[config.mk]
export PLATFORM = sky130hd
export DESIGN_NAME = dss_drive_stop_sequencer
export DESIGN_NICKNAME = d
export VERILOG_FILES = /design/src/design/dss_pkg.sv /design/src/design/dss_drive_stop_sequencer.sv
export SDC_FILE = /design/constraint.sdc
export NUM_CORES = 1
export LEC_CHECK = 0
export BUFFER_PORTS_ARGS = -buffer_cell sky130_fd_sc_hd__clkbuf_2
export CORE_MARGIN = 5
export CORE_UTILIZATION = 35
export DETAILED_ROUTE_END_ITERATION = 8
export GPL_ROUTABILITY_DRIVEN = 0
export GPL_TIMING_DRIVEN = 0
export PLACE_DENSITY = 0.52
export SLEW_MARGIN = 20
export SYNTH_ARGS = -nofsm -noshare
export SYNTH_HDL_FRONTEND = slang
export SYNTH_SLANG_ARGS = --single-unit
[constraint.sdc]
create_clock -name clk_i -period 8.77 [get_ports clk_i]
set_input_delay 2.631 -clock clk_i [delete_from_list [all_inputs] [get_ports clk_i]]
set_output_delay 2.631 -clock clk_i [all_outputs]
set_load 0.01 [all_outputs]
[src/design/dss_pkg.sv]
/*
  dss_pkg: shared constants and types of the drive stop sequencer.
  Assumes a single 125 MHz control clock and a 32-bit classic Wishbone bus.
*/
`default_nettype none
package dss_pkg;
  // clock and time base
  localparam int CLK_PERIOD_NS = 8;
  localparam int MS_NS = 1000000;
  // register byte offsets
  localparam logic [7:0] ADR_CTRL = 8'h00;
  localparam logic [7:0] ADR_PROBE = 8'h04;
  localparam logic [7:0] ADR_RAMP = 8'h08;
  localparam logic [7:0] ADR_QUICK = 8'h0c;
  localparam logic [7:0] ADR_SPD_REF = 8'h10;
  localparam logic [7:0] ADR_TRQ_REF = 8'h14;
  localparam logic [7:0] ADR_RATED_SPD = 8'h18;
  localparam logic [7:0] ADR_RATED_TRQ = 8'h1c;
  localparam logic [7:0] ADR_STATUS = 8'h20;
  localparam logic [7:0] ADR_PROBE_STAT = 8'h24;
  localparam logic [7:0] ADR_LATCH_BASE = 8'h30;
  localparam logic [7:0] ADR_SENSOR_BASE = 8'h40;
  // control word bit positions
  localparam int CW_RAMP = 0;
  localparam int CW_COAST = 1;
  localparam int CW_QUICK = 2;
  localparam int CW_OPER = 3;
  // probe setup bit positions inside one byte per probe
  localparam int PB_EN = 0;
  localparam int PB_CONT = 1;
  localparam int PB_ZSEL = 2;
  localparam int PB_POS = 4;
  localparam int PB_NEG = 5;
  localparam int PB_STRIDE = 8;
  localparam int PS_POS = 1;
  localparam int PS_NEG = 2;
  // parameter limits and reset values
  localparam logic [15:0] TIME_MIN = 16'h0001;
  localparam logic [15:0] TIME_MAX = 16'h7530; // 30000 ms
  localparam logic [15:0] RAMP_RST = 16'h03e8; // 1000 ms
  localparam logic [15:0] QUICK_RST = 16'h0064; // 100 ms
  localparam logic [15:0] SPD_REF_RST = 16'h0bb8; // 3000 rpm
  localparam logic [15:0] SPD_REF_MIN = 16'h000a; // 10 rpm
  localparam logic [15:0] TRQ_REF_RST = 16'h0fa0; // 4000 x 0.1 Nm
  localparam logic [15:0] TRQ_REF_MIN = 16'h0001;
  localparam logic [17:0] TRQ_FACTOR = 18'h00003;
  localparam logic [15:0] RATED_SPD_RST = 16'h0bb8; // plain default, motor dependent
  localparam logic [15:0] RATED_TRQ_RST = 16'h0535; // plain default, motor dependent
  // encoder word layout
  localparam int ST_BITS = 17;
  localparam int MT_BITS = 15;
  // sensor format descriptor words
  localparam logic [31:0] SENS_PRELUDE = 32'h00005111;
  localparam logic [31:0] SENS_TYPE = 32'h80000002;
  localparam logic [31:0] SENS_RES = 32'h00020000; // 131072
  localparam logic [31:0] SENS_SHIFT = 32'h00000000;
  localparam logic [31:0] SENS_MT_RES = 32'h00008000; // 32768
  // diagnostic classes
  localparam logic [4:0] CLS_NONE = 5'h00;
  localparam logic [4:0] CLS_HW = 5'h01;
  localparam logic [4:0] CLS_BUS = 5'h09;
  localparam logic [4:0] CLS_ENC = 5'h0b;
  localparam logic [4:0] CLS_APP = 5'h11;
  localparam logic [4:0] CLS_MAX = 5'h14;
  typedef enum logic [2:0] {
    ST_INHIBIT, ST_READY, ST_RUN, ST_RAMP, ST_QUICK, ST_COAST
  } dss_state_t;
  typedef struct packed {
    logic hw_fault;
    logic limit_exceeded;
    logic encoder_fail;
    logic fieldbus_fail;
  } dss_alarm_t;
endpackage
`default_nettype wire

[src/design/dss_drive_stop_sequencer.sv]
/*
  dss_drive_stop_sequencer: stop sequencing, probe latching, reference
  clamping, sensor descriptor and alarm classes behind a Wishbone slave.
  Assumes synchronous inputs, a standstill flag from the power stage and a
  32-bit absolute encoder word.
*/
`timescale 1ns/10ps
`default_nettype none
module dss_drive_stop_sequencer #(
  parameter int CYC_PER_MS = dss_pkg::MS_NS / dss_pkg::CLK_PERIOD_NS
) (
  input wire logic clk_i,
  input wire logic rst_i,
  input wire logic wb_cyc_i,
  input wire logic wb_stb_i,
  input wire logic wb_we_i,
  input wire logic [7:0] wb_adr_i,
  input wire logic [3:0] wb_sel_i,
  input wire logic [31:0] wb_dat_i,
  output logic [31:0] wb_dat_o,
  output logic wb_ack_o,
  input wire logic emergency_stop_input_i,
  input wire logic motor_standstill_i,
  input wire logic [15:0] speed_cmd_i,
  input wire logic [31:0] encoder_word_i,
  input wire logic [1:0] probe_input_i,
  input wire logic zero_pulse_i,
  input wire dss_pkg::dss_alarm_t alarm_i,
  output logic motor_current_en_o,
  output logic [15:0] speed_setpoint_o,
  output logic [4:0] alarm_class_o
);
  import dss_pkg::*;

  logic [3:0] ctrl_word;
  logic [3:0] ctrl_prev;
  logic [15:0] probe_setup_word;
  logic [15:0] ramp_decel_time_param;
  logic [15:0] quick_decel_time_param;
  logic [15:0] speed_reference_param;
  logic [15:0] torque_reference_param;
  logic [15:0] rated_speed;
  logic [15:0] rated_torque;
  logic [17:0] torque_limit;
  dss_state_t state;
  dss_state_t next_state;
  logic [32:0] decel_acc;
  logic [32:0] next_acc;
  logic [32:0] decel_span;
  logic [15:0] active_time;
  logic [3:0] cw_fall;
  logic ramp_rise;
  logic bus_req;
  logic bus_wr;
  logic [31:0] wr_data;
  logic [31:0] rd_data;
  logic [31:0] sensor_word;
  logic [3:0] sensor_idx;
  logic [1:0][31:0] pos_val;
  logic [1:0][31:0] neg_val;
  logic [1:0] pos_stored;
  logic [1:0] neg_stored;
  logic [1:0] probe_on;
  logic [1:0] trig_prev;
  logic [1:0] pos_hit;
  logic [1:0] neg_hit;

  // clamp a written value into [lo, hi]
  function automatic logic [15:0] clamp16(input logic [15:0] v, input logic [15:0] lo, input logic [17:0] hi);
    logic [15:0] r;
    r = v;
    if ({2'b00, v} > hi)
    begin
      r = hi[15:0];
    end
    if (r < lo)
    begin
      r = lo;
    end
    return r;
  endfunction

  // bus strobes and byte-lane merge; narrow registers use the low lanes
  assign bus_req = wb_cyc_i & wb_stb_i & ~wb_ack_o;
  assign bus_wr = bus_req & wb_we_i;
  assign wr_data = {wb_sel_i[3] ? wb_dat_i[31:24] : 8'h00, wb_sel_i[2] ? wb_dat_i[23:16] : 8'h00,
                    wb_sel_i[1] ? wb_dat_i[15:8] : 8'h00, wb_sel_i[0] ? wb_dat_i[7:0] : 8'h00};
  assign torque_limit = 18'(rated_torque) * TRQ_FACTOR;

  // single-wait-state ack, dropped the cycle after it is given
  always_ff @(posedge clk_i)
  begin
    if (rst_i)
    begin
      wb_ack_o <= 1'b0;
      wb_dat_o <= 32'h00000000;
    end
    else
    begin
      wb_ack_o <= bus_req;
      wb_dat_o <= bus_req ? rd_data : 32'h00000000;
    end
  end

  // writable control and parameter registers
  always_ff @(posedge clk_i)
  begin
    if (rst_i)
    begin
      ctrl_word <= 4'h0;
      probe_setup_word <= 16'h0000;
      ramp_decel_time_param <= RAMP_RST;
      quick_decel_time_param <= QUICK_RST;
      rated_speed <= RATED_SPD_RST;
      rated_torque <= RATED_TRQ_RST;
    end
    else if (bus_wr)
    begin
      case (wb_adr_i)
        ADR_CTRL: ctrl_word <= wr_data[3:0];
        ADR_PROBE: probe_setup_word <= wr_data[15:0];
        ADR_RAMP: ramp_decel_time_param <= clamp16(wr_data[15:0], TIME_MIN, 18'(TIME_MAX));
        ADR_QUICK: quick_decel_time_param <= clamp16(wr_data[15:0], TIME_MIN, 18'(TIME_MAX));
        ADR_RATED_SPD: rated_speed <= wr_data[15:0];
        ADR_RATED_TRQ: rated_torque <= wr_data[15:0];
        default: ;
      endcase
    end
  end

  // references stay inside limits even when the rated values change later
  always_ff @(posedge clk_i)
  begin
    if (rst_i)
    begin
      speed_reference_param <= SPD_REF_RST;
      torque_reference_param <= TRQ_REF_RST;
    end
    else
    begin
      if (bus_wr && wb_adr_i == ADR_SPD_REF)
        speed_reference_param <= clamp16(wr_data[15:0], SPD_REF_MIN, 18'(rated_speed));
      else
        speed_reference_param <= clamp16(speed_reference_param, SPD_REF_MIN, 18'(rated_speed));
      if (bus_wr && wb_adr_i == ADR_TRQ_REF)
        torque_reference_param <= clamp16(wr_data[15:0], TRQ_REF_MIN, torque_limit);
      else
        torque_reference_param <= clamp16(torque_reference_param, TRQ_REF_MIN, torque_limit);
    end
  end

  // sensor format descriptor, fixed words, zero above word 5
  always_comb
  begin
    sensor_idx = wb_adr_i[5:2];
    case (sensor_idx)
      4'h0: sensor_word = SENS_PRELUDE;
      4'h1: sensor_word = SENS_TYPE;
      4'h2: sensor_word = SENS_RES;
      4'h3: sensor_word = SENS_SHIFT;
      4'h4: sensor_word = SENS_SHIFT;
      4'h5: sensor_word = SENS_MT_RES;
      default: sensor_word = 32'h00000000;
    endcase
  end

  // read mux; unmapped addresses read zero but still ack
  always_comb
  begin
    rd_data = 32'h00000000;
    // only 0x40..0x7f is the descriptor; higher addresses must not alias its words
    if (wb_adr_i[7:6] == ADR_SENSOR_BASE[7:6])
      rd_data = sensor_word;
    else
    begin
      case (wb_adr_i)
        ADR_CTRL: rd_data = {28'h0000000, ctrl_word};
        ADR_PROBE: rd_data = {16'h0000, probe_setup_word};
        ADR_RAMP: rd_data = {16'h0000, ramp_decel_time_param};
        ADR_QUICK: rd_data = {16'h0000, quick_decel_time_param};
        ADR_SPD_REF: rd_data = {16'h0000, speed_reference_param};
        ADR_TRQ_REF: rd_data = {16'h0000, torque_reference_param};
        ADR_RATED_SPD: rd_data = {16'h0000, rated_speed};
        ADR_RATED_TRQ: rd_data = {16'h0000, rated_torque};
        ADR_STATUS: rd_data = {speed_setpoint_o, 3'h0, alarm_class_o, 3'h0, motor_current_en_o, 1'b0, state};
        ADR_PROBE_STAT: rd_data = {16'h0000, 5'h00, neg_stored[1], pos_stored[1], probe_on[1],
                                   5'h00, neg_stored[0], pos_stored[0], probe_on[0]};
        ADR_LATCH_BASE: rd_data = pos_val[0];
        ADR_LATCH_BASE + 8'h04: rd_data = neg_val[0];
        ADR_LATCH_BASE + 8'h08: rd_data = pos_val[1];
        ADR_LATCH_BASE + 8'h0c: rd_data = neg_val[1];
        default: rd_data = 32'h00000000;
      endcase
    end
  end

  // stop requests are falling edges of the control word
  assign cw_fall = ctrl_prev & ~ctrl_word;
  assign ramp_rise = ~ctrl_prev[CW_RAMP] & ctrl_word[CW_RAMP];

  always_ff @(posedge clk_i)
  begin
    if (rst_i)
      ctrl_prev <= 4'h0;
    else
      ctrl_prev <= ctrl_word;
  end

  // stop sequence; emergency and coast win over every deceleration
  always_comb
  begin
    next_state = state;
    case (state)
      ST_INHIBIT:
        if (!emergency_stop_input_i && !ctrl_word[CW_RAMP] && ctrl_word[CW_COAST] && ctrl_word[CW_QUICK])
          next_state = ST_READY;
      ST_READY:
        if (emergency_stop_input_i || !ctrl_word[CW_COAST] || !ctrl_word[CW_QUICK])
          next_state = ST_INHIBIT;
        else if (ramp_rise && ctrl_word[CW_OPER])
          next_state = ST_RUN;
      ST_RUN:
        if (emergency_stop_input_i || cw_fall[CW_COAST])
          next_state = ST_COAST;
        else if (cw_fall[CW_QUICK])
          next_state = ST_QUICK;
        else if (cw_fall[CW_RAMP])
          next_state = ST_RAMP;
      ST_RAMP:
        if (emergency_stop_input_i || cw_fall[CW_COAST])
          next_state = ST_COAST;
        else if (cw_fall[CW_QUICK])
          next_state = ST_QUICK;
        else if (cw_fall[CW_OPER] || speed_setpoint_o == 16'h0000)
          next_state = ST_READY;
      ST_QUICK:
        if (emergency_stop_input_i || cw_fall[CW_COAST])
          next_state = ST_COAST;
        else if (cw_fall[CW_OPER] || speed_setpoint_o == 16'h0000)
          next_state = ST_READY;
      ST_COAST:
        if (motor_standstill_i)
          next_state = ST_INHIBIT;
      default: next_state = ST_INHIBIT;
    endcase
  end

  // current enable follows the next state so a cut lands on the same edge
  always_ff @(posedge clk_i)
  begin
    if (rst_i)
    begin
      state <= ST_INHIBIT;
      motor_current_en_o <= 1'b0;
    end
    else
    begin
      state <= next_state;
      motor_current_en_o <= next_state == ST_RUN || next_state == ST_RAMP || next_state == ST_QUICK;
    end
  end

  // one rpm step each time the accumulator passes time x cycles-per-ms;
  // this spreads rated speed over the whole time without a divider;
  // limitation: one step per clock, so time x cycles-per-ms must reach rated speed
  assign active_time = state == ST_QUICK ? quick_decel_time_param : ramp_decel_time_param;
  assign decel_span = 33'(active_time) * 33'(CYC_PER_MS);
  assign next_acc = decel_acc + 33'(rated_speed);

  always_ff @(posedge clk_i)
  begin
    if (rst_i)
    begin
      decel_acc <= 33'h000000000;
      speed_setpoint_o <= 16'h0000;
    end
    else
    begin
      case (state)
        ST_RUN:
        begin
          decel_acc <= 33'h000000000;
          speed_setpoint_o <= speed_cmd_i > rated_speed ? rated_speed : speed_cmd_i;
        end
        ST_RAMP, ST_QUICK:
          if (speed_setpoint_o != 16'h0000)
          begin
            if (next_acc >= decel_span)
            begin
              decel_acc <= next_acc - decel_span;
              speed_setpoint_o <= speed_setpoint_o - 16'h0001;
            end
            else
              decel_acc <= next_acc;
          end
        default:
        begin
          decel_acc <= 33'h000000000;
          speed_setpoint_o <= 16'h0000;
        end
      endcase
    end
  end

  // alarm classes; fieldbus first since it stops all supervision
  always_ff @(posedge clk_i)
  begin
    if (rst_i)
      alarm_class_o <= CLS_NONE;
    else if (alarm_i.fieldbus_fail)
      alarm_class_o <= CLS_BUS;
    else if (alarm_i.encoder_fail)
      alarm_class_o <= CLS_ENC;
    else if (alarm_i.limit_exceeded)
      alarm_class_o <= CLS_APP;
    else if (alarm_i.hw_fault)
      alarm_class_o <= CLS_HW;
    else
      alarm_class_o <= CLS_NONE;
  end

  // touch probes; only armed while the motor carries current
  genvar gi;
  generate
    for (gi = 0; gi < 2; gi++)
    begin : gen_probe
      logic trig;
      logic en_bit;
      logic cont;
      assign en_bit = probe_setup_word[gi*PB_STRIDE + PB_EN];
      assign cont = probe_setup_word[gi*PB_STRIDE + PB_CONT];
      assign trig = probe_setup_word[gi*PB_STRIDE + PB_ZSEL] ? zero_pulse_i : probe_input_i[gi];
      assign pos_hit[gi] = probe_on[gi] && motor_current_en_o && trig && !trig_prev[gi] &&
                           probe_setup_word[gi*PB_STRIDE + PB_POS] && (cont || !pos_stored[gi]);
      assign neg_hit[gi] = probe_on[gi] && motor_current_en_o && !trig && trig_prev[gi] &&
                           probe_setup_word[gi*PB_STRIDE + PB_NEG] && (cont || !neg_stored[gi]);
      always_ff @(posedge clk_i)
      begin
        if (rst_i)
        begin
          probe_on[gi] <= 1'b0;
          trig_prev[gi] <= 1'b0;
          pos_stored[gi] <= 1'b0;
          neg_stored[gi] <= 1'b0;
          pos_val[gi] <= 32'h00000000;
          neg_val[gi] <= 32'h00000000;
        end
        else
        begin
          trig_prev[gi] <= trig;
          probe_on[gi] <= en_bit;
          if (en_bit && !probe_on[gi])
          begin
            pos_stored[gi] <= 1'b0;
            neg_stored[gi] <= 1'b0;
          end
          else
          begin
            if (pos_hit[gi])
            begin
              pos_val[gi] <= encoder_word_i;
              pos_stored[gi] <= 1'b1;
            end
            if (neg_hit[gi])
            begin
              neg_val[gi] <= encoder_word_i;
              neg_stored[gi] <= 1'b1;
            end
          end
        end
      end
    end
  endgenerate
endmodule // dss_drive_stop_sequencer
`default_nettype wire

==> qor.yml, run 1 <==
global_route:
  gr-total-overflow: 0
  grt_pass1_wl_mm: 146
  grt_pass1_vias: 22700
  grt_usage_pct: 25.7
  antenna_found_initial: 1
  grt_max_degree: 20
yosys:
  synth-main-ff-cell: "dfxtp_1"
  synth_area_per_cell_sq_um: 8.41
  yosysWarningCount: 0
  synth_nets: 3246
  synth_area_leader_cell: "dfxtp_1"
  synth_top_area_share_pct: 29.1
  yosysMostFrequentCell: "nor2_1"
  synth_async_sr_flop_share_pct: 0
  synth.area.top_cells: "dfxtp_1, ha_1, mux2i_1"
  synth_cells: 2834
  synth_seq_cells: 346
  synthTopCellsByCount: "nor2_1, dfxtp_1, ha_1"
  synth_edf_count: 0
  synth_area_sq_um: 23800
  synth_cell_type_count: 92
  ys_seq_area_share_pct: 29.1
die:
  die_y_um: 271
  die-area_sq_um: 73400
  die_x_um: 271
  coreArea_sq_um: 67400
  initial_core_util_pct: 35.3
  rows: 95
  ios: 161
sta:
  max_freq_mhz: 118
  relSlewSlack_pct: 17.1
  setup_ws_ps: 289
  whs_ps: 466
  finalSetupViolations: 0
  worst_slew_pin_slew_ps: 1240
  finalCritPeriodShare_pct: 96.7
  hold_violations: 0
  fin_crit_ps: 8480
  slew_violations: 0
  fin_worst_skew_ps: 20.8
finish:
  fin_nets: 3460
  post-route-util_pct: 41.2
  filler_cell_count: 6821
  multi_input_area_sq_um: 16100
  register_area_sq_um: 6930
  drive_gt1_share_pct: 11.4
  area_growth_pct: 16.6
setup_path:
  slowest_stage: "fa_2"
  endpoint_kind: "flip-flop"
  path_class: "flip-flop to flip-flop"
  crit_fanout: 10
  cp_data_required_time_ps: 9210
  start_kind: "flip-flop"
  critPathMaxStageDelay_ps: 620
  worstPathArrival_ps: 8920
  crit_buf_inv: 6
  cpLargestDelayFamily: "adder cells"
place:
  dp_slack_ps: -1980
  port_buffers: 140
  dpl.hpwl_mm: 77.3
cts:
  cts.sinks: 346
  clock-root-buffer: "clkbuf_16"
  cts_tree: "done"
  clk_pin_slew_ps: 60
  htreeDepth: 2
  cts_buffers: 41
  clkLatencyLatePin_ps: 580
  holdBufCountCts: 0
  clk_path_buf_depth: 3
power:
  peakVddDrop_uv: 137
  powerDensity_nw_per_um2: 148
  leakagePower_nw: 11.4
hold_path:
  hold_path.class: "flip-flop to flip-flop"
routing:
  dr.pass1.iters: 9
  vias: 23500
  drt_wl_total_mm: 99.3
  drc: 0
  drtIter0Drc: 2556
  wl_per_cell_um: 25.1
  ant_nets: 0
  viasPerCell: 5.95
outcome:
  run_status: "finished clean"
run:
  maxCapViolCount: 0
==> placed cells by master (no fill, tap or decap), types with 108 or more instances in the layout <==
master    synthesis  layout
clkbuf_2          0     140
o21ai_0         113     110
dfxtp_1         346     344
clkbuf_1        104     108
nand2_1         179     178
inv_1           148     141
nor2_1          403     401
ha_1            250     244
a21oi_1         237     234
mux2i_1         156     145
==> registers in the layout (all words and copies together) (netlist names), 32 cells and up <==
| register | cells |
|---|---|
| neg_val | 64 |
| decel_acc | 33 |
| wb_dat_o | 32 |
| pos_val | 64 |
==> per-stage QoR <==
stage,instances,cell area [sq um],setup TNS (ps),total power (W)
floorplan,2834,23800,0,0.00200
CTS,3933,27400,0,0.00409
global placement,3847,25600,-81610,0.00220
detailed placement,3848,25700,-86310,0.00221
finish,3954,27800,0,0.00410
global route,3953,27800,-47.8,0.00422
==> layer usage <==
metal	share of wire, %	up-vias	track usage (%)
met5	0.061	-	0.658
met1	41	11400	34.0
met4	5.8	2	12.0
li1	-	10700	-
met3	8.5	291	4.68
met2	44	1141	40.7
==> where the power goes <==
group	leakage (nW)	switching, W	total, W	internal [W]
Combinational	7.93	0.000335	0.000521	0.000187
Clock	0.723	0.000749	0.00190	0.00115
Sequential	2.79	0.0000742	0.00168	0.00160
Total	11.4	0.00116	0.00410	0.00294
==> worst reg2reg max path, delay by kind of cell, from the launching register on <==
kind | cells | cell delay (ps)
DFF | 1 | 340
adders and majority gates | 8 | 3430
buffers and inverters | 6 | 1010
muxes | 1 | 330
and+or+nand+nor | 8 | 1370
AOI/OAI and AO/OA | 9 | 1680
xor gates and xnor gates | 1 | 190
==> cells by family (layout without fill, tap and decap cells) <==
| family | after synthesis | after routing | synth area share, % |
|---|---|---|---|
| buf+inv | 282 | 528 | 4.61 |
| fa+ha+maj | 306 | 306 | 17.8 |
| flops | 346 | 346 | 29.1 |
| mux | 162 | 162 | 6.84 |
| other cells | 1 | 2 | 0.0157 |
| compound gates | 756 | 756 | 21.3 |
| xor+xnor | 88 | 88 | 3.24 |
| simple gates | 893 | 893 | 17.1 |
==> area by class of cell <==
| type | count | area share, % |
|---|---|---|
| Tap cell | 873 | 3.93 |
| Sequential cell | 346 | 24.9 |
| Clock buffer | 64 | 4.58 |
| Timing Repair Buffer | 173 | 3.53 |
| Buffer | 128 | 2.04 |
| Inverter | 152 | 2.10 |
| Clock inverter | 11 | 0.761 |
| Antenna cell | 1 | 0.00900 |
| Multi-Input combinational cell | 2206 | 58.1 |
==> final timing paths <==
| check | start | endpoint | slack (ps) | depth (start not counted) |
|---|---|---|---|---|
| setup / recovery | state[2] | decel_acc[4] | 290 | 33 |
| hold / removal | decel_acc[0] | decel_acc[0] | 470 | 2 |
| setup reg to reg | state[2] | decel_acc[4] | 290 | 33 |
| hold reg to reg | decel_acc[0] | decel_acc[0] | 470 | 2 |
==> what timing repair did <==
item                                    4_1_cts  5_1_grt
endpoints found under the setup margin       46       46
resized for setup                            46       38
pin swaps                                     9       28
buffers inserted                             12       20
(Power assumes the default switching activity.)
==> run 2: changes to the inputs <==
BUFFER_PORTS_ARGS = -buffer_cell sky130_fd_sc_hd__buf_2   (was -buffer_cell sky130_fd_sc_hd__clkbuf_2)
==> qor.yml, run 2 (same netlist as run 1, synthesis figures left out) <==
cts:
  clkLatencyLatePin_ps: 590  # about the same
  htreeDepth: 2  # unchanged
  cts_tree: "done"
  cts_buffers: 41  # unchanged
  clk_path_buf_depth: 3  # unchanged
  clk_pin_slew_ps: 60  # about the same
  holdBufCountCts: 0  # unchanged
  clock-root-buffer: "clkbuf_16"
  cts.sinks: 346  # unchanged
routing:
  ant_nets: 0  # unchanged
  dr.pass1.iters: 9  # unchanged
  drtIter0Drc: 2588  # +1.3%
  drc: 0  # unchanged
  wl_per_cell_um: 25.2  # +0.13%
  vias: 23600  # +0.089%
  drt_wl_total_mm: 99.6  # +0.26%
  viasPerCell: 5.95  # about the same
run:
  maxCapViolCount: 0  # unchanged
die:
  die_y_um: 271  # unchanged
  rows: 95  # unchanged
  coreArea_sq_um: 67400  # unchanged
  ios: 161  # unchanged
  die-area_sq_um: 73400  # unchanged
  die_x_um: 271  # unchanged
  initial_core_util_pct: 35.3  # unchanged
setup_path:
  path_class: "flip-flop to flip-flop"
  critical_path.startpoint: "state[0]"
  rr_startpoint: "state[0]"
  crit_end: "decel_acc[10]"
  crit_fanout: 9  # -1
  start_kind: "flip-flop"
  slowest_stage: "fa_2"
  rr_endpoint: "decel_acc[10]"
  cp.depth: 32  # -3.0%
  critPathMaxStageDelay_ps: 630  # about the same
  cp_data_required_time_ps: 9250  # +40 ps
  ff2ff_path_depth: 32  # -3.0%
  worstPathArrival_ps: 9020  # +100 ps
  reg2reg_slack_ps: 230  # -60 ps
  cpLargestDelayFamily: "adder cells"
  crit_buf_inv: 6  # unchanged
  endpoint_kind: "flip-flop"
finish:
  post-route-util_pct: 41.2  # about the same
  area_growth_pct: 16.6  # about the same
  top_regs: "neg_val: 64 flops, pos_val: 64 flops, decel_acc: 33 flops"
  fin_nets: 3466  # +0.17%
  fin_cells: 3959  # +0.13%
  layout_commonest_cell: "nor2_1"
  final_cell_mix: "nor2_1, dfxtp_1, ha_1, a21oi_1, nand2_1"
  filler_cell_count: 6755  # -0.97%
  diodes: 0  # -1
  drive_gt1_share_pct: 11.6  # +0.20 points
place:
  placed_cells: 3848  # unchanged
  dpl.hpwl_mm: 77.4  # +0.12%
  port_buffers: 140  # unchanged
power:
  powerDensity_nw_per_um2: 145  # -1.4%
  peakVddDrop_uv: 123  # -10%
  p_total_w: 0.00404  # -1.4%
  leakagePower_nw: 11.5  # +0.19%
sta:
  whs_ps: 469  # +3.40 ps
  finalCritPeriodShare_pct: 97.4  # +0.68 points
  fin_crit_ps: 8540  # +60.1 ps
  fin_worst_skew_ps: 15.4  # -5.41 ps
  finalSetupViolations: 0  # unchanged
  hold_violations: 0  # unchanged
  relSlewSlack_pct: 8.44  # -8.7 points
  slew_violations: 0  # unchanged
  max_freq_mhz: 117  # -0.70%
  worst_slew_pin_slew_ps: 1370  # +131 ps
global_route:
  gr-total-overflow: 0  # unchanged
  antenna_found_initial: 1  # unchanged
  grt_pass1_wl_mm: 146  # about the same
  grt_pass1_vias: 22700  # +0.17%
  grt_usage_pct: 25.8  # +0.035 points
  grt_max_degree: 14  # -30%
hold_path:
  hold_path.class: "flip-flop to flip-flop"
outcome:
  run_status: "finished clean"
==> run 2: changes by cell type in the layout (fill, tap and decap cells not counted), sizes merged, moves of 3 or more <==
cell,previous run,this run
buf,58,202
clkinvlp,4,7
clkinv,6,12
clkbuf,307,162
==> run 2: worst min-delay path by stage <==
| stage | from | endpoint | slack, ps | cells past startpoint |
|---|---|---|---|---|
| 6_report | decel_acc[0] | decel_acc[0] | 470 | 2 |
| 5_1_grt | decel_acc[0] | decel_acc[0] | 490 | 2 |
| 4_1_cts | decel_acc[2] | decel_acc[2] | 460 | 2 |
| 3_5_place_dp | decel_acc[2] | decel_acc[2] | 460 | 2 |
| 3_3_place_gp | decel_acc[0] | decel_acc[0] | 440 | 2 |
| 2_1_floorplan | decel_acc[0] | decel_acc[0] | 440 | 2 |
==> run 2: area by class of cell <==
class	count	area [sq um]	area share, %
multi-input combinational	2206	16100	58.1
sequential	346	6930	24.9
clock buffer	57	1210	4.35
tap	873	1090	3.93
timing repair buffer	178	1020	3.68
inverter	152	589	2.12
buffer	129	584	2.10
clock inverter	18	226	0.815
==> run 2: tightest hold or removal path: cells and delay by family (launching register included) <==
kind | cells | cell delay (ps)
simple gates | 1 | 50
compound gates | 1 | 50
flops | 1 | 310
==> run 2: metrics by stage <==
step / setup TNS [ps] / worst slack, ps / cell area (sq um)
floorplan: 0 / 456 / 23800
global placement: -81060 / -1890 / 25600
detailed placement: -88040 / -2040 / 25700
CTS: 0 / 8.05 / 27400
global route: -323 / -51.0 / 27800
finish: 0 / 229 / 27800
==> run 2: timing repair <==
item,in CTS,in global routing
setup endpoints to repair,46,46
resized for setup,44,43
buffers inserted,9,25
cloned,0,3
pin swaps,8,24
==> run 2: report_power, final <==
part	switching, W	internal [W]
clock network	0.000753	0.00109
registers	0.0000723	0.00160
logic	0.000340	0.000187
==> run 2: metal layers <==
layer	routed length [um]	GRT usage, %	part of all wire [%]	vias to the layer above
li1	-	-	-	10700
met1	41300	34.0	41	11400
met2	44600	41.8	45	1161
met3	8410	4.35	8.4	296
met4	5290	10.8	5.3	2
met5	12	0	0.012	-
